## src/sis_pkg.sv

```systemverilog
// What this block does
// - a per-terminal diagnosis bit decides whether the assigned test output pulses; when off, no pulse check is made.
// - with diagnosis on, each terminal uses a selectable test output as its source, defaulting to its own index.
// - with diagnosis on, a per-terminal mode picks one of four test waveforms: contact, beam sensor, door switch, mat.
// - in contact mode the pulse returns through the contact, and a line held high during the pulse is an error.
// - each terminal pair picks single, dual equivalent, dual complementary or mat/edge evaluation.
// - dual operation pairs even terminal n with n+1 and compares the two levels.
// - in a dual mode a change on one input starts a timer, and an error is raised if the other does not follow in time.
// - discrepancy codes 1 to 8 give 500 ms doubling up to 64000 ms.
// - a pair in single evaluation takes no discrepancy setting, and no discrepancy timing runs.
// - in single evaluation each terminal's data equals its evaluated level while no test pulse error is shown for it, and is 0 while one is.
// - dual equivalent gives 1 only for 11; the patterns 01 and 10 are discrepant.
// - dual complementary gives 1 for 10 and 0 for 01; the patterns 00 and 11 give 0 and are discrepant.
// - in any paired mode the odd terminal's data is held at 0, and the consumer reads the even one.
// - in mat/edge evaluation the even data is 1 without load and 0 under load.
// - a test pulse or discrepancy error stays visible in status and indicators for at least one second.
package sis_pkg;
  localparam int CLK_MHZ = 100;
  localparam int NUM_TEST = 4;
  localparam int CNT_W = 40;
  // register byte offsets
  localparam logic [7:0] OFF_TERM_CFG = 8'h00;
  localparam logic [7:0] OFF_PAIR_CFG = 8'h04;
  localparam logic [7:0] OFF_DATA = 8'h08;
  localparam logic [7:0] OFF_ERR = 8'h0C;
  localparam logic [7:0] OFF_IRQ_STAT = 8'h10;
  localparam logic [7:0] OFF_IRQ_MASK = 8'h14;
  // field layout: one byte per terminal or pair in the config words
  localparam int CFG_STRIDE = 8;
  localparam int TERM_CFG_W = 5;
  localparam int DISC_LSB = 4;
  localparam int DATA_LVL_LSB = 8;
  localparam int ERR_DISC_LSB = 16;
  localparam int IRQ_DISC_LSB = 8;
  localparam logic [31:0] TERM_CFG_RST = 32'h1911_0901;
  localparam logic [31:0] PAIR_CFG_RST = 32'h1010_1010;
  localparam logic [31:0] IRQ_MASK_RST = 32'h0000_0000;
  localparam logic [1:0] RESP_OKAY = 2'h0;
  localparam logic [1:0] RESP_SLVERR = 2'h2;
  localparam logic [3:0] DISC_CODE_MIN = 4'h1;
  localparam logic [3:0] DISC_CODE_MAX = 4'h8;
  // test pulse timing
  localparam int TP_PERIOD_US = 40;
  localparam int TP_PERIOD_CYC = TP_PERIOD_US * CLK_MHZ;
  localparam int TP_SLOT_CYC = TP_PERIOD_CYC / NUM_TEST;
  localparam int TP_LOW_MECH_US = 1;
  localparam int TP_LOW_BEAM_US = 4;
  localparam int TP_LOW_DOOR_US = 2;
  localparam int TP_LOW_MAT_US = 6;
  // error hold and discrepancy base time
  localparam longint HOLD_MS = 1000;
  localparam longint HOLD_CYC = HOLD_MS * 1000 * CLK_MHZ;
  localparam longint DISC_BASE_MS = 500;
  localparam longint DISC_BASE_CYC = DISC_BASE_MS * 1000 * CLK_MHZ;

  typedef enum logic [1:0] {TP_MECH, TP_BEAM, TP_DOOR, TP_MAT} sis_tp_mode_e;
  typedef enum logic [1:0] {EV_SINGLE, EV_EQUIV, EV_COMPL, EV_MAT} sis_eval_e;

  typedef struct packed {
    logic [1:0] src;
    sis_tp_mode_e mode;
    logic diag;
  } sis_term_cfg_s;

  // low time of one test pulse for a waveform
  function automatic logic [15:0] tpLowCyc(input sis_tp_mode_e mode);
    unique case (mode)
      TP_MECH: tpLowCyc = 16'(TP_LOW_MECH_US * CLK_MHZ);
      TP_BEAM: tpLowCyc = 16'(TP_LOW_BEAM_US * CLK_MHZ);
      TP_DOOR: tpLowCyc = 16'(TP_LOW_DOOR_US * CLK_MHZ);
      TP_MAT: tpLowCyc = 16'(TP_LOW_MAT_US * CLK_MHZ);
    endcase
  endfunction

  // code n gives base shifted by n-1, each step doubling
  function automatic logic [CNT_W-1:0] discLimit(input logic [CNT_W-1:0] base, input logic [3:0] code);
    discLimit = base << (code - DISC_CODE_MIN);
  endfunction
endpackage

```

## src/sis_err_hold.sv

```systemverilog
`timescale 1ns/1ps
// stretches an error level so it stays shown for a minimum time after it goes away
module sis_err_hold #(
  parameter int CNT_W = 40
) (
  input wire logic core_clk,
  input wire logic rst,
  input wire logic [CNT_W-1:0] holdCyc,
  input wire logic errNow,
  output logic errShown
);
  logic [CNT_W-1:0] cnt;
  wire holdDone = (cnt >= holdCyc - CNT_W'(1));

  // counting restarts whenever the error is still present
  always_ff @(posedge core_clk or posedge rst) begin
    if (rst) begin
      cnt <= '0;
      errShown <= 1'b0;
    end else begin
      cnt <= (errNow || !errShown) ? '0 : cnt + CNT_W'(1);
      if (errNow) begin
        errShown <= 1'b1;
      end else if (holdDone) begin
        errShown <= 1'b0;
      end
    end
  end

  property p_hold_min;
    @(posedge core_clk) disable iff (rst)
    $fell(errShown) |-> $past(cnt) >= holdCyc - CNT_W'(1);
  endproperty
  a_hold_min: assert property (p_hold_min) else $error("error status released before hold time");
endmodule

```

## src/sis_pair_eval.sv

```systemverilog
`timescale 1ns/1ps
// dual channel evaluation and discrepancy timing for one terminal pair
module sis_pair_eval #(
  parameter int CNT_W = 40
) (
  input wire logic core_clk,
  input wire logic rst,
  input wire sis_pkg::sis_eval_e evalMode,
  input wire logic [CNT_W-1:0] discLim,
  input wire logic lvlEven,
  input wire logic lvlOdd,
  input wire logic tpErr,
  output logic dataEven,
  output logic discErr
);
  typedef enum logic [1:0] {PR_OK, PR_WAIT, PR_FAULT} sis_pair_state_e;
  sis_pair_state_e state;
  logic [CNT_W-1:0] cnt;

  // discrepancy timing only applies to the two dual modes
  wire isDual = (evalMode == sis_pkg::EV_EQUIV) || (evalMode == sis_pkg::EV_COMPL);
  wire consistent = (evalMode == sis_pkg::EV_COMPL) ? (lvlEven != lvlOdd) : (lvlEven == lvlOdd);
  wire restPattern = (evalMode == sis_pkg::EV_COMPL) ? (!lvlEven && lvlOdd) : (!lvlEven && !lvlOdd);
  wire expired = (cnt >= discLim - CNT_W'(1));
  // truth tables; discrepant patterns yield 0
  wire rawData = (evalMode == sis_pkg::EV_COMPL) ? (lvlEven && !lvlOdd) : (lvlEven && lvlOdd);
  wire next_dataEven = rawData && !tpErr && (state != PR_FAULT);

  always_ff @(posedge core_clk or posedge rst) begin
    if (rst) begin
      state <= PR_OK;
      cnt <= '0;
      dataEven <= 1'b0;
      discErr <= 1'b0;
    end else begin
      dataEven <= next_dataEven;
      discErr <= (state == PR_FAULT);
      cnt <= (state == PR_WAIT) ? cnt + CNT_W'(1) : '0;
      unique case (state)
        PR_OK: if (isDual && !consistent) state <= PR_WAIT;
        PR_WAIT: begin
          if (!isDual || consistent) state <= PR_OK;
          else if (expired) state <= PR_FAULT;
        end
        PR_FAULT: if (!isDual || restPattern) state <= PR_OK;
      endcase
    end
  end

  property p_disc_trip;
    @(posedge core_clk) disable iff (rst)
    (state == PR_WAIT && isDual && !consistent && expired) |=> (state == PR_FAULT) ##1 discErr;
  endproperty
  a_disc_trip: assert property (p_disc_trip) else $error("discrepancy timeout did not raise error");

  property p_fault_data0;
    @(posedge core_clk) disable iff (rst)
    (state == PR_FAULT) |=> !dataEven;
  endproperty
  a_fault_data0: assert property (p_fault_data0) else $error("pair data active during discrepancy fault");

  property p_equiv_table;
    @(posedge core_clk) disable iff (rst)
    (evalMode == sis_pkg::EV_EQUIV && lvlEven != lvlOdd) |=> !dataEven;
  endproperty
  a_equiv_table: assert property (p_equiv_table) else $error("equivalent pair active on mixed inputs");

  property p_compl_table;
    @(posedge core_clk) disable iff (rst)
    (evalMode == sis_pkg::EV_COMPL && lvlEven == lvlOdd) |=> !dataEven;
  endproperty
  a_compl_table: assert property (p_compl_table) else $error("complementary pair active on equal inputs");
endmodule

```

## src/sis_safety_in.sv

```systemverilog
// The register offsets and the AXI4-Lite register port are this design's own decisions.
`timescale 1ns/1ps
// safety input evaluation: test pulses, pulse check, pair evaluation, error hold, AXI4-Lite registers
module sis_safety_in #(
  parameter int NUM_TERM = 4,
  parameter int ADDR_W = 8,
  parameter logic [39:0] HOLD_CYC = 40'(sis_pkg::HOLD_CYC),
  parameter logic [39:0] DISC_BASE_CYC = 40'(sis_pkg::DISC_BASE_CYC)
) (
  input wire logic core_clk,
  input wire logic rst,
  input wire logic [ADDR_W-1:0] s_axi_awaddr,
  input wire logic s_axi_awvalid,
  output logic s_axi_awready,
  input wire logic [31:0] s_axi_wdata,
  input wire logic [3:0] s_axi_wstrb,
  input wire logic s_axi_wvalid,
  output logic s_axi_wready,
  output logic [1:0] s_axi_bresp,
  output logic s_axi_bvalid,
  input wire logic s_axi_bready,
  input wire logic [ADDR_W-1:0] s_axi_araddr,
  input wire logic s_axi_arvalid,
  output logic s_axi_arready,
  output logic [31:0] s_axi_rdata,
  output logic [1:0] s_axi_rresp,
  output logic s_axi_rvalid,
  input wire logic s_axi_rready,
  input wire logic [NUM_TERM-1:0] siIn,
  output logic [sis_pkg::NUM_TEST-1:0] testOut,
  output logic [NUM_TERM-1:0] safeData,
  output logic [NUM_TERM-1:0] ledYellow,
  output logic [NUM_TERM-1:0] ledRed,
  output logic irq
);
  localparam int NT = sis_pkg::NUM_TEST;
  localparam int NP = NUM_TERM / 2;
  localparam int CW = sis_pkg::CNT_W;

  // merge written bytes into an old word
  function automatic logic [31:0] strbMerge(input logic [31:0] old, input logic [31:0] wd, input logic [3:0] strb);
    for (int b = 0; b < 4; b++) begin
      strbMerge[b*8 +: 8] = strb[b] ? wd[b*8 +: 8] : old[b*8 +: 8];
    end
  endfunction

  // a discrepancy code is kept only for a dual pair and only when it is a legal code
  function automatic logic [31:0] pairFilter(input logic [31:0] old, input logic [31:0] wd);
    logic [3:0] code;
    logic [1:0] ev;
    pairFilter = wd;
    for (int p = 0; p < 4; p++) begin
      code = wd[p*sis_pkg::CFG_STRIDE + sis_pkg::DISC_LSB +: 4];
      ev = wd[p*sis_pkg::CFG_STRIDE +: 2];
      if (ev == 2'(sis_pkg::EV_SINGLE) || ev == 2'(sis_pkg::EV_MAT)
          || code < sis_pkg::DISC_CODE_MIN || code > sis_pkg::DISC_CODE_MAX) begin
        pairFilter[p*sis_pkg::CFG_STRIDE + sis_pkg::DISC_LSB +: 4] =
          old[p*sis_pkg::CFG_STRIDE + sis_pkg::DISC_LSB +: 4];
      end
    end
  endfunction

  logic [31:0] termCfgReg;
  logic [31:0] pairCfgReg;
  logic [31:0] irqStat;
  logic [31:0] irqMask;
  logic [15:0] periodCnt;
  logic [NT-1:0] testOutD;
  logic [NUM_TERM-1:0] lvl;
  logic [NUM_TERM-1:0] tpErrNow;
  logic [NUM_TERM-1:0] tpShown;
  logic [NUM_TERM-1:0] tpShownD;
  logic [NP-1:0] discErr;
  logic [NP-1:0] discShown;
  logic [NP-1:0] discShownD;
  logic [NP-1:0] pairData;

  sis_pkg::sis_term_cfg_s termCfg [NUM_TERM];
  sis_pkg::sis_eval_e pairEval [NP];
  logic [NP-1:0] pairUsed;
  logic [NT-1:0] tpUse;
  logic [NT-1:0] tpLow;
  logic [NT-1:0] tpSample;
  logic [NUM_TERM-1:0] freeze;
  logic [NUM_TERM-1:0] sampleHit;
  logic [NUM_TERM-1:0] next_safeData;
  logic [NUM_TERM-1:0] next_ledRed;

  // bus decode: both write channels must be present, one transfer at a time
  wire wrGo = s_axi_awvalid && s_axi_wvalid && !s_axi_awready && !s_axi_bvalid;
  wire rdGo = s_axi_arvalid && !s_axi_arready && !s_axi_rvalid;
  wire [7:0] wrOff = 8'({s_axi_awaddr[ADDR_W-1:2], 2'b00});
  wire [7:0] rdOff = 8'({s_axi_araddr[ADDR_W-1:2], 2'b00});
  wire wrTerm = wrGo && (wrOff == sis_pkg::OFF_TERM_CFG);
  wire wrPair = wrGo && (wrOff == sis_pkg::OFF_PAIR_CFG);
  wire wrStat = wrGo && (wrOff == sis_pkg::OFF_IRQ_STAT);
  wire wrMask = wrGo && (wrOff == sis_pkg::OFF_IRQ_MASK);
  wire wrHit = wrTerm || wrPair || wrStat || wrMask;
  wire [31:0] wrBits = strbMerge(32'h0000_0000, s_axi_wdata, s_axi_wstrb);
  wire [31:0] dataWord = 32'(safeData) | (32'(lvl) << sis_pkg::DATA_LVL_LSB);
  wire [31:0] errWord = 32'(tpShown) | (32'(discShown) << sis_pkg::ERR_DISC_LSB);
  wire rdHit = (rdOff == sis_pkg::OFF_TERM_CFG) || (rdOff == sis_pkg::OFF_PAIR_CFG)
               || (rdOff == sis_pkg::OFF_DATA) || (rdOff == sis_pkg::OFF_ERR)
               || (rdOff == sis_pkg::OFF_IRQ_STAT) || (rdOff == sis_pkg::OFF_IRQ_MASK);
  wire [31:0] rdMux = (rdOff == sis_pkg::OFF_TERM_CFG) ? termCfgReg :
                      (rdOff == sis_pkg::OFF_PAIR_CFG) ? pairCfgReg :
                      (rdOff == sis_pkg::OFF_DATA) ? dataWord :
                      (rdOff == sis_pkg::OFF_ERR) ? errWord :
                      (rdOff == sis_pkg::OFF_IRQ_STAT) ? irqStat :
                      (rdOff == sis_pkg::OFF_IRQ_MASK) ? irqMask : 32'h0000_0000;
  // events are rising edges of the held error status
  wire [31:0] irqEvent = 32'(tpShown & ~tpShownD) | (32'(discShown & ~discShownD) << sis_pkg::IRQ_DISC_LSB);
  wire [31:0] irqClr = wrStat ? wrBits : 32'h0000_0000;
  // set wins over a clear in the same cycle
  wire [31:0] next_irqStat = (irqStat & ~irqClr) | irqEvent;

  // write channel and register file
  always_ff @(posedge core_clk or posedge rst) begin
    if (rst) begin
      s_axi_awready <= 1'b0;
      s_axi_wready <= 1'b0;
      s_axi_bvalid <= 1'b0;
      s_axi_bresp <= sis_pkg::RESP_OKAY;
      termCfgReg <= sis_pkg::TERM_CFG_RST;
      pairCfgReg <= sis_pkg::PAIR_CFG_RST;
      irqMask <= sis_pkg::IRQ_MASK_RST;
    end else begin
      s_axi_awready <= wrGo;
      s_axi_wready <= wrGo;
      if (wrGo) begin
        s_axi_bvalid <= 1'b1;
        s_axi_bresp <= wrHit ? sis_pkg::RESP_OKAY : sis_pkg::RESP_SLVERR;
      end else if (s_axi_bready) begin
        s_axi_bvalid <= 1'b0;
      end
      if (wrTerm) termCfgReg <= strbMerge(termCfgReg, s_axi_wdata, s_axi_wstrb);
      if (wrPair) pairCfgReg <= pairFilter(pairCfgReg, strbMerge(pairCfgReg, s_axi_wdata, s_axi_wstrb));
      if (wrMask) irqMask <= strbMerge(irqMask, s_axi_wdata, s_axi_wstrb);
    end
  end

  // read channel; unmapped offsets read zero with an error response
  always_ff @(posedge core_clk or posedge rst) begin
    if (rst) begin
      s_axi_arready <= 1'b0;
      s_axi_rvalid <= 1'b0;
      s_axi_rdata <= 32'h0000_0000;
      s_axi_rresp <= sis_pkg::RESP_OKAY;
    end else begin
      s_axi_arready <= rdGo;
      if (rdGo) begin
        s_axi_rvalid <= 1'b1;
        s_axi_rdata <= rdMux;
        s_axi_rresp <= rdHit ? sis_pkg::RESP_OKAY : sis_pkg::RESP_SLVERR;
      end else if (s_axi_rready) begin
        s_axi_rvalid <= 1'b0;
      end
    end
  end

  // interrupt status, sticky until a one is written back
  always_ff @(posedge core_clk or posedge rst) begin
    if (rst) begin
      irqStat <= 32'h0000_0000;
      irq <= 1'b0;
      tpShownD <= '0;
      discShownD <= '0;
    end else begin
      irqStat <= next_irqStat;
      irq <= |(next_irqStat & irqMask);
      tpShownD <= tpShown;
      discShownD <= discShown;
    end
  end

  // configuration views and pair usage
  always_comb begin
    for (int i = 0; i < NUM_TERM; i++) begin
      termCfg[i] = sis_pkg::sis_term_cfg_s'(termCfgReg[i*sis_pkg::CFG_STRIDE +: sis_pkg::TERM_CFG_W]);
    end
    for (int p = 0; p < NP; p++) begin
      pairEval[p] = sis_pkg::sis_eval_e'(pairCfgReg[p*sis_pkg::CFG_STRIDE +: 2]);
      pairUsed[p] = (pairEval[p] != sis_pkg::EV_SINGLE);
    end
  end

  // each test output pulses in its own slot so shorts between sources show up;
  // the waveform follows the last enabled terminal that selects the output
  always_comb begin
    sis_pkg::sis_tp_mode_e mode;
    logic [15:0] start;
    logic [15:0] width;
    mode = sis_pkg::TP_MECH;
    start = '0;
    width = '0;
    for (int j = 0; j < NT; j++) begin
      tpUse[j] = 1'b0;
      mode = sis_pkg::TP_MECH;
      for (int i = 0; i < NUM_TERM; i++) begin
        if (termCfg[i].diag && termCfg[i].src == 2'(j)) begin
          tpUse[j] = 1'b1;
          mode = termCfg[i].mode;
        end
      end
      start = 16'(j * sis_pkg::TP_SLOT_CYC);
      width = sis_pkg::tpLowCyc(mode);
      tpLow[j] = tpUse[j] && (periodCnt >= start) && (periodCnt < start + width);
      tpSample[j] = tpUse[j] && (periodCnt == start + width);
    end
  end

  // test pulse period and outputs; an unused output stays high
  always_ff @(posedge core_clk or posedge rst) begin
    if (rst) begin
      periodCnt <= '0;
      testOut <= '1;
      testOutD <= '1;
    end else begin
      periodCnt <= (periodCnt == 16'(sis_pkg::TP_PERIOD_CYC - 1)) ? '0 : periodCnt + 16'h0001;
      testOut <= ~tpLow;
      testOutD <= testOut;
    end
  end

  // per terminal: the level freezes around its source pulse so the pulse never reaches the data
  always_comb begin
    for (int i = 0; i < NUM_TERM; i++) begin
      freeze[i] = termCfg[i].diag && (tpLow[termCfg[i].src] || !testOut[termCfg[i].src]
                  || !testOutD[termCfg[i].src]);
      sampleHit[i] = termCfg[i].diag && tpSample[termCfg[i].src];
    end
  end

  // evaluated level and pulse check: an input that stays high while its source is low is stuck,
  // touching supply or shorted to another line
  always_ff @(posedge core_clk or posedge rst) begin
    if (rst) begin
      lvl <= '0;
      tpErrNow <= '0;
    end else begin
      for (int i = 0; i < NUM_TERM; i++) begin
        if (!freeze[i]) lvl[i] <= siIn[i];
        if (!termCfg[i].diag) begin
          tpErrNow[i] <= 1'b0;
        end else if (sampleHit[i]) begin
          tpErrNow[i] <= siIn[i];
        end
      end
    end
  end

  // error hold per terminal and pair evaluation per pair
  for (genvar i = 0; i < NUM_TERM; i++) begin : g_term
    sis_err_hold #(.CNT_W(CW)) uTpHold (
      .core_clk(core_clk),
      .rst(rst),
      .holdCyc(HOLD_CYC),
      .errNow(tpErrNow[i]),
      .errShown(tpShown[i])
    );
  end
  for (genvar p = 0; p < NP; p++) begin : g_pair
    sis_pair_eval #(.CNT_W(CW)) uPair (
      .core_clk(core_clk),
      .rst(rst),
      .evalMode(pairEval[p]),
      .discLim(sis_pkg::discLimit(DISC_BASE_CYC, pairCfgReg[p*sis_pkg::CFG_STRIDE + sis_pkg::DISC_LSB +: 4])),
      .lvlEven(lvl[2*p]),
      .lvlOdd(lvl[2*p+1]),
      .tpErr(tpShown[2*p] || tpShown[2*p+1]),
      .dataEven(pairData[p]),
      .discErr(discErr[p])
    );
    sis_err_hold #(.CNT_W(CW)) uDiscHold (
      .core_clk(core_clk),
      .rst(rst),
      .holdCyc(HOLD_CYC),
      .errNow(discErr[p]),
      .errShown(discShown[p])
    );
  end

  // safety data and red indicators
  always_comb begin
    for (int i = 0; i < NUM_TERM; i++) begin
      if (!pairUsed[i/2]) begin
        next_safeData[i] = lvl[i] && !tpShown[i];
      end else if (i % 2 == 0) begin
        next_safeData[i] = pairData[i/2];
      end else begin
        next_safeData[i] = 1'b0;
      end
      next_ledRed[i] = tpShown[i] || discShown[i/2];
    end
  end

  always_ff @(posedge core_clk or posedge rst) begin
    if (rst) begin
      safeData <= '0;
      ledYellow <= '0;
      ledRed <= '0;
    end else begin
      safeData <= next_safeData;
      ledYellow <= lvl;
      ledRed <= next_ledRed;
    end
  end

  property p_idle_high;
    @(posedge core_clk) disable iff (rst)
    ##1 ((~$past(tpUse) & ~testOut) == '0);
  endproperty
  a_idle_high: assert property (p_idle_high) else $error("test output pulsed with no diagnosing terminal");

  property p_stuck_high;
    @(posedge core_clk) disable iff (rst)
    (sampleHit[0] && siIn[0]) |=> tpErrNow[0] ##1 tpShown[0] ##2 !safeData[0] && ledRed[0];
  endproperty
  a_stuck_high: assert property (p_stuck_high) else $error("stuck input not flagged on terminal 0");

  property p_odd_zero;
    @(posedge core_clk) disable iff (rst)
    pairUsed[0] |=> !safeData[1];
  endproperty
  a_odd_zero: assert property (p_odd_zero) else $error("odd terminal data not held low in paired mode");

  property p_single_data;
    @(posedge core_clk) disable iff (rst)
    (!pairUsed[0] && !tpShown[0]) |=> safeData[0] == $past(lvl[0]);
  endproperty
  a_single_data: assert property (p_single_data) else $error("single channel data differs from level");

  property p_single_disc;
    @(posedge core_clk) disable iff (rst)
    (wrPair && s_axi_wstrb[0] && s_axi_wdata[1:0] == 2'(sis_pkg::EV_SINGLE))
      |=> $stable(pairCfgReg[sis_pkg::DISC_LSB +: 4]);
  endproperty
  a_single_disc: assert property (p_single_disc) else $error("discrepancy code changed in single mode");
endmodule

```

## config.mk

```make
export PLATFORM = sky130hd
export DESIGN_NAME = sis_safety_in
export DESIGN_NICKNAME = d
export VERILOG_FILES = /design/src/sis_pkg.sv /design/src/sis_err_hold.sv /design/src/sis_pair_eval.sv /design/src/sis_safety_in.sv
export SDC_FILE = /design/constraint.sdc
export NUM_CORES = 2
export LEC_CHECK = 0
export BUFFER_PORTS_ARGS = -buffer_cell sky130_fd_sc_hd__buf_2
export CAP_MARGIN = 20
export CELL_PAD_IN_SITES_DETAIL_PLACEMENT = 1
export CELL_PAD_IN_SITES_GLOBAL_PLACEMENT = 2
export CORE_UTILIZATION = 44
export DETAILED_ROUTE_END_ITERATION = 7
export PLACE_DENSITY = 0.85
export SLEW_MARGIN = 5
export SYNTH_ARGS = -nofsm -noshare
export SYNTH_HDL_FRONTEND = slang
export SYNTH_SLANG_ARGS = --single-unit
```

## constraint.sdc

```tcl
create_clock -name core_clk -period 52.3 [get_ports core_clk]
set_input_delay 5.23 -clock core_clk [delete_from_list [all_inputs] [get_ports core_clk]]
set_output_delay 5.23 -clock core_clk [all_outputs]
set_load 0.1 [all_outputs]
```

---- Yosys cells after proc, flatten, opt, wreduce, memory -nomap -nowiden ----
Index checks and enable logic that the tools add are counted.
storage, ports and cells
  register bits after elaboration ......... 553
  latch bits .............................. 0
  RAM bits ................................ 0
  memory bits (read-only) ................. 0
  input bits .............................. 63
  output and inout port bits .............. 58
  word-level logic and storage cells ...... 509
  memories ................................ 0
operators by class
  $add $sub $neg .......................... 16
  multipliers ............................. 0
  divide/modulo/power cells ............... 0
  order comparisons ....................... 28
  equal/unequal tests ..................... 65
  shift operators ......................... 2
  mux-type cells .......................... 138
  bitwise logic cells ..................... 16
  reductions and logical operators ........ 182
operators by type and width
  operator                                                                               count
  40-bit by 1-bit adder with 40-bit output, second input constant                        8
  40-bit two-way mux                                                                     8
  16-bit one-hot mux with 4 select lines                                                 4
  40-bit by 27-bit greater-or-equal comparator with 1-bit output, second input constant  6
  32-bit two-way mux                                                                     7
  40-bit greater-or-equal comparator                                                     2
  26-bit by 4-bit left shift with 40-bit output, first input constant                    2
  40-bit by 1-bit subtractor with 40-bit output, second input constant                   2
  1-bit two-way mux                                                                      66
  32-bit bitwise AND                                                                     2
  16-bit equality test                                                                   4
  16-bit less-than comparator                                                            4
  8-bit two-way mux                                                                      8
  32-bit OR                                                                              2
  1-bit logical AND                                                                      63
  2-bit two-way mux                                                                      26
  2-bit equality test, second input constant                                             24
  1-bit logical OR                                                                       46
  4-bit by 32-bit bitwise AND with 32-bit output                                         1
  1-bit binary-select mux with 2-bit select                                              16
  32-bit inverter                                                                        1
  4-bit inverter with 32-bit output                                                      1
  2-bit AND reduction                                                                    16
  32-bit OR reduction                                                                    1
  35 further kinds                                                                       127

---- Longest topological paths before layout ----
  depth in word-level cells ............... 16
  depth in mapped cells ................... 22
  gate-level depth less buffers ........... 19

---- Hierarchy ----
A second synthesis with hierarchy kept.
second synthesis, totals
  cell total of the unflattened synthesis .. 4637
  area, all modules ....................... 42039.1 um^2
by module, submodules not included
  module                                   instances  cells an instance  area each (um^2)  seq. area each (um^2)
  sis_safety_in                            1          1318               12866.1           5455.2
  sis_err_hold at g_pair[1].uDiscHold ...  3          410                3677.3            1026.0
  sis_pair_eval                            2          426                3767.4            1101.1
  sis_err_hold at g_pair[0].uDiscHold      1          411                3552.2            1026.0
  sis_err_hold at g_term[2].uTpHold        1          412                3539.6            1026.0
  sis_err_hold at g_term[1].uTpHold        1          414                3514.6            1026.0

---- Least setup slack after synthesis ----
Ideal clock, no wire load.
  path kind ............................... input -> register
  start point ............................. input port s_axi_awaddr[3]
  end point ............................... register irq
  setup time .............................. 139 ps
  data arrival time ....................... 6949 ps
  data required time ...................... 52161 ps
  path slack .............................. 45212 ps
  stages on the path ...................... 8
  path buffers ............................ 1
  path through ............................ nor4_1 -> and4_1 -> clkbuf_1 -> a21boi_0 -> a22oi_1 -> nand4_1 -> a2111oi_0 -> nand3_1
on the way
  longest elaborated chain between the ends .. 8
RTL lines
  what                                            RTL line              text
  from (decl)                                     sis_safety_in.sv:12   input wire logic [ADDR_W-1:0] s_axi_awaddr,
  6-bit by 3-bit equality test with 1-bit output  sis_safety_in.sv:96   wire wrStat = wrGo && (wrOff == sis_pkg::OFF_IRQ_STAT);
  1-bit logical AND                               sis_safety_in.sv:96
  32-bit two-way mux                              sis_safety_in.sv:113  wire [31:0] irqClr = wrStat ? wrBits : 32'h0000_0000;
  32-bit inverter                                 sis_safety_in.sv:115  wire [31:0] next_irqStat = (irqStat & ~irqClr) | irqEvent;
  32-bit bitwise AND                              sis_safety_in.sv:115
  32-bit OR                                       sis_safety_in.sv:115
  named net next_irqStat[24]                      sis_safety_in.sv:115
  32-bit bitwise AND                              sis_safety_in.sv:170  irq <= |(next_irqStat & irqMask);
  32-bit OR reduction                             sis_safety_in.sv:170
  to (signal assigned)                            sis_safety_in.sv:170
  to (decl)                                       sis_safety_in.sv:34   output logic irq
The timed path passes the listed nets, and every way through them passes these cells.
A chain may end at the register's enable or synchronous reset.

---- Final worst setup path ----
  start point ............................. input port s_axi_wvalid
  end point ............................... register irq
on the way
  longest elaborated chain between the ends .. 10
RTL lines
  what                             RTL line              text
  from (decl)                      sis_safety_in.sv:17   input wire logic s_axi_wvalid,
  1-bit logical AND (3 in series)  sis_safety_in.sv:90   wire wrGo = s_axi_awvalid && s_axi_wvalid && !s_axi_awready && !s_axi_bvalid;
  1-bit logical AND                sis_safety_in.sv:96
  32-bit two-way mux               sis_safety_in.sv:113
  32-bit inverter                  sis_safety_in.sv:115
  32-bit bitwise AND               sis_safety_in.sv:115
  32-bit OR                        sis_safety_in.sv:115
  named net next_irqStat[27]       sis_safety_in.sv:115
  32-bit bitwise AND               sis_safety_in.sv:170
  32-bit OR reduction              sis_safety_in.sv:170
The timed path passes the listed nets, and every way through them passes these cells.

==> impl_metrics.py <==
metrics = {
    "floorplanning": {
        "initial_core_util_pct": 44.8,
        "die_width_um": 267,
        "core_mm2": 0.0691,
        "die_area_mm2": 0.0714,
        "placementRows": 96,
        "num_io_pins": 121,
        "dieHeight_um": 267,
    },
    "route": {
        "remaining_drc_errors": 0,
        "drtAntennaViolNets": 0,
        "drtIter0Drc": 1287,
        "first_pass_iters": 5,
        "via_count": 24761,
        "viasPerCell": 5.77,
        "detail_route.wl_per_cell_um": 20.4,
        "wl_um": 87800,
    },
    "setup_path": {
        "crit_arrival_ns": 8.29,
        "cp-end-kind": "flip-flop",
        "critPathMaxFanout": 9,
        "reg2reg_slack_ns": 46.50,
        "critPathSlowestCell": "nor4bb_2",
        "critPathLaunchType": "input port",
        "crit_chain": "buf_2, nor4bb_2, and4_1, a21boi_0, a22oi_1, nand4_1, a2111oi_0, nand3_1",
        "crit_required_ns": 52.79,
        "critPathKind": "input port to flip-flop",
        "r2r_cells": 18,
        "slowest_delay_ns": 0.88,
        "r2r_end": "g_pair[0].uPair.state[0]",
        "r2r_start": "pairCfgReg[4]",
    },
    "logic_synthesis": {
        "avgSynthCellArea_um2": 9.59,
        "ys_seq_area_share_pct": 44.6,
        "synth_top_area_share_pct": 42.9,
        "synth.yosys.warnings": 0,
        "synth_top_area_cell": "dfrtp_1",
        "ys_ff_latch": 551,
        "synthesis.area_mm2": 0.0310,
        "synth_cells": 3227,
        "async_reset_ff_share_pct": 100,
        "synth_area_leaders": "dfrtp_1, ha_1, xor2_1",
        "synth.distinct_cells": 83,
        "synth_edf_count": 0,
        "ys.flop_type": "dfrtp_1",
    },
    "clock_network": {
        "numCtsBuffers": 60,
        "cts.htree.levels": 2,
        "cts_hold_buffers": 0,
        "cts.sinks": 551,
        "cts_resized": 0,
        "cts_tree": "done",
        "post_cts.repair.setup_buffers": 0,
        "clkTransAtPathRegs_ns": 0.06,
        "clockRootBuffer": "clkbuf_16",
        "clk_latency_ns": 0.64,
        "cts_buffer_depth": 3,
    },
    "placed_design": {
        "dp_hpwl_um": 62600,
        "portBuffers": 114,
        "place_inst": 4170,
        "place_congestion": 0.834,
        "pre_cts_slack_ns": 43.81,
    },
    "power": {
        "powerDensity_mw_per_mm2": 30.7,
        "p_leak_nw": 15.6,
        "vdd_drop_max_uv": 25.6,
    },
    "sta": {
        "timing.final.crit_period_ns": 7.80,
        "finalClockSkew_ns": 0.0282,
        "rsz0062_at_grt": "false",
        "hold_viol": 0,
        "tightest_slew_ns": 1.04,
        "setup_ws_ns": 44.50,
        "holdWs_ns": 0.374,
        "layout_worst_path_cycle_share_pct": 14.9,
        "max_freq_ghz": 0.128,
        "slew_headroom_pct": 29.8,
        "setup_violations": 0,
        "drv_slew": 0,
        "setup_tns_ns": 0,
    },
    "status": {
        "outcome": "finished, final reports clean",
    },
    "hold_path": {
        "hold_class": "flip-flop to flip-flop",
        "hp-start": "testOut[3]",
        "whs_path_depth": 0,
        "whs_endpoint": "testOutD[3]",
    },
    "global_route": {
        "grt_start_max_net_pins": 184,
        "grt-ovfl-total": 0,
        "grt_usage_pct": 24.8,
        "grt_antenna_before_repair": 18,
        "grt_pass1_vias": 26487,
        "grt_pass1_wl_um": 143000,
    },
    "final_layout": {
        "fin_util_pct": 50.2,
        "layout.cells.non_filler": 4294,
        "nFillCells": 7736,
        "areaGrowthSynthToFinish_pct": 12.0,
        "final_nets": 3516,
        "layout-drive-gt1-share_pct": 11.9,
    },
    "flow_run": {
        "cap_viol_max_count": 0,
    },
}
## worst max path at each step
stage / endpoint / startpoint
global route: irq / s_axi_wvalid
CTS: irq / s_axi_awaddr[3]
detailed placement: irq / s_axi_awaddr[3]
global placement: irq / s_axi_awaddr[3]
finish: irq / s_axi_wvalid
floorplan: discShownD[0] / rst
## worst max-delay path, delay by kind of cell
| kind | cells | cell delay (ns) |
|---|---|---|
| buffers and inverters | 1 | 0.07 |
| AND/OR/NAND/NOR | 4 | 1.90 |
| AO/OA/AOI/OAI | 3 | 1.08 |
## registers in the layout, indices dropped and copies added, names as in the netlist, 16 cells and up
signal / count
g_term.uTpHold.cnt: 160
g_pair.uDiscHold.cnt: 80
g_pair.uPair.cnt: 80
irqMask: 32
irqStat: 32
pairCfgReg: 32
s_axi_rdata: 32
termCfgReg: 32
periodCnt: 16
## synthesized netlist by cell type, types with 35 or more instances
| cell | instances |
|---|---|
| dfrtp_1 | 531 |
| or3_1 | 41 |
| nand2_1 | 267 |
| xor2_1 | 171 |
| clkbuf_1 | 122 |
| a22oi_1 | 39 |
| mux2_2 | 112 |
| inv_1 | 93 |
| a211oi_1 | 35 |
| nor3_1 | 69 |
| o21ai_0 | 125 |
| and2_1 | 85 |
| nand4_1 | 107 |
| a21o_1 | 44 |
| a21boi_0 | 36 |
| ha_1 | 146 |
| a21oi_1 | 101 |
| xnor2_1 | 144 |
| and3_1 | 70 |
| nand3_1 | 136 |
| nor2_1 | 360 |
## cell type report
| cell class | instances | area, um^2 | area share [%] |
|---|---|---|---|
| multi-input cells | 2453 | 16300 | 47.1 |
| flip-flops and latches | 551 | 13800 | 39.9 |
| well taps | 931 | 1160 | 3.36 |
| repair buffers | 145 | 866 | 2.50 |
| inverters | 96 | 368 | 1.06 |
| clock buffers | 89 | 1800 | 5.20 |
| diodes | 6 | 15.0 | 0.0433 |
| clock inverters | 23 | 315 | 0.910 |
## cell families after synthesis
logic type      Yosys count  share of synthesized area [%]
simple gates           1319                           21.5
flops                   551                           44.6
compound gates          527                           11.2
xor+xnor                315                           8.91
buf+inv                 224                           2.75
fa+ha+maj               147                           5.93
mux                     143                           5.08
other cells               1                         0.0121
## power by group
part / internal [mW] / switching, mW / total, mW
sequential: 0.444 / 0.0153 / 0.459
clock: 0.268 / 0.182 / 0.450
combinational: 0.0381 / 0.115 / 0.153
total: 0.750 / 0.313 / 1.06
## layer usage
metal | vias to the layer above | share of wire [%] | GRT usage [%]
li1 | 11622 | - | -
met1 | 12585 | 45 | 33.3
met2 | 397 | 47 | 41.3
met3 | 145 | 4.9 | 4.29
met4 | 12 | 2.2 | 6.66
met5 | - | 0.082 | 0
## stage by stage
| stage | area (um^2) | total power, mW |
|---|---|---|
| finish | 34700 | 1.06 |
| global route | 34600 | 1.10 |
| CTS | 34500 | 1.07 |
| detailed placement | 32400 | 0.618 |
| global placement | 32400 | 0.611 |
| floorplan | 31000 | 0.577 |
## layout by cell type (no fill, tap or decap), drive strengths merged, types with 16 or more instances in the layout
| master | n |
|---|---|
| nand3 | 136 |
| a21oi | 101 |
| ha | 146 |
| and2 | 86 |
| mux2 | 112 |
| a221oi | 30 |
| nor3 | 69 |
| clkbuf | 89 |
| xor2 | 171 |
| dfstp | 20 |
| o22ai | 16 |
| and3 | 71 |
| a211oi | 35 |
| inv | 93 |
| a21o | 44 |
| nand2b | 25 |
| a22oi | 39 |
| nand2 | 267 |
| buf | 145 |
| dfrtp | 531 |
| nor2b | 28 |
| o21ai | 126 |
| nand4 | 107 |
| nor2 | 360 |
| mux2i | 31 |
| clkinv | 19 |
| xnor2 | 144 |
| a21boi | 36 |
| or3 | 44 |
| and4 | 34 |
| nor4 | 35 |
No activity file was read; power rests on OpenSTA's default activity.
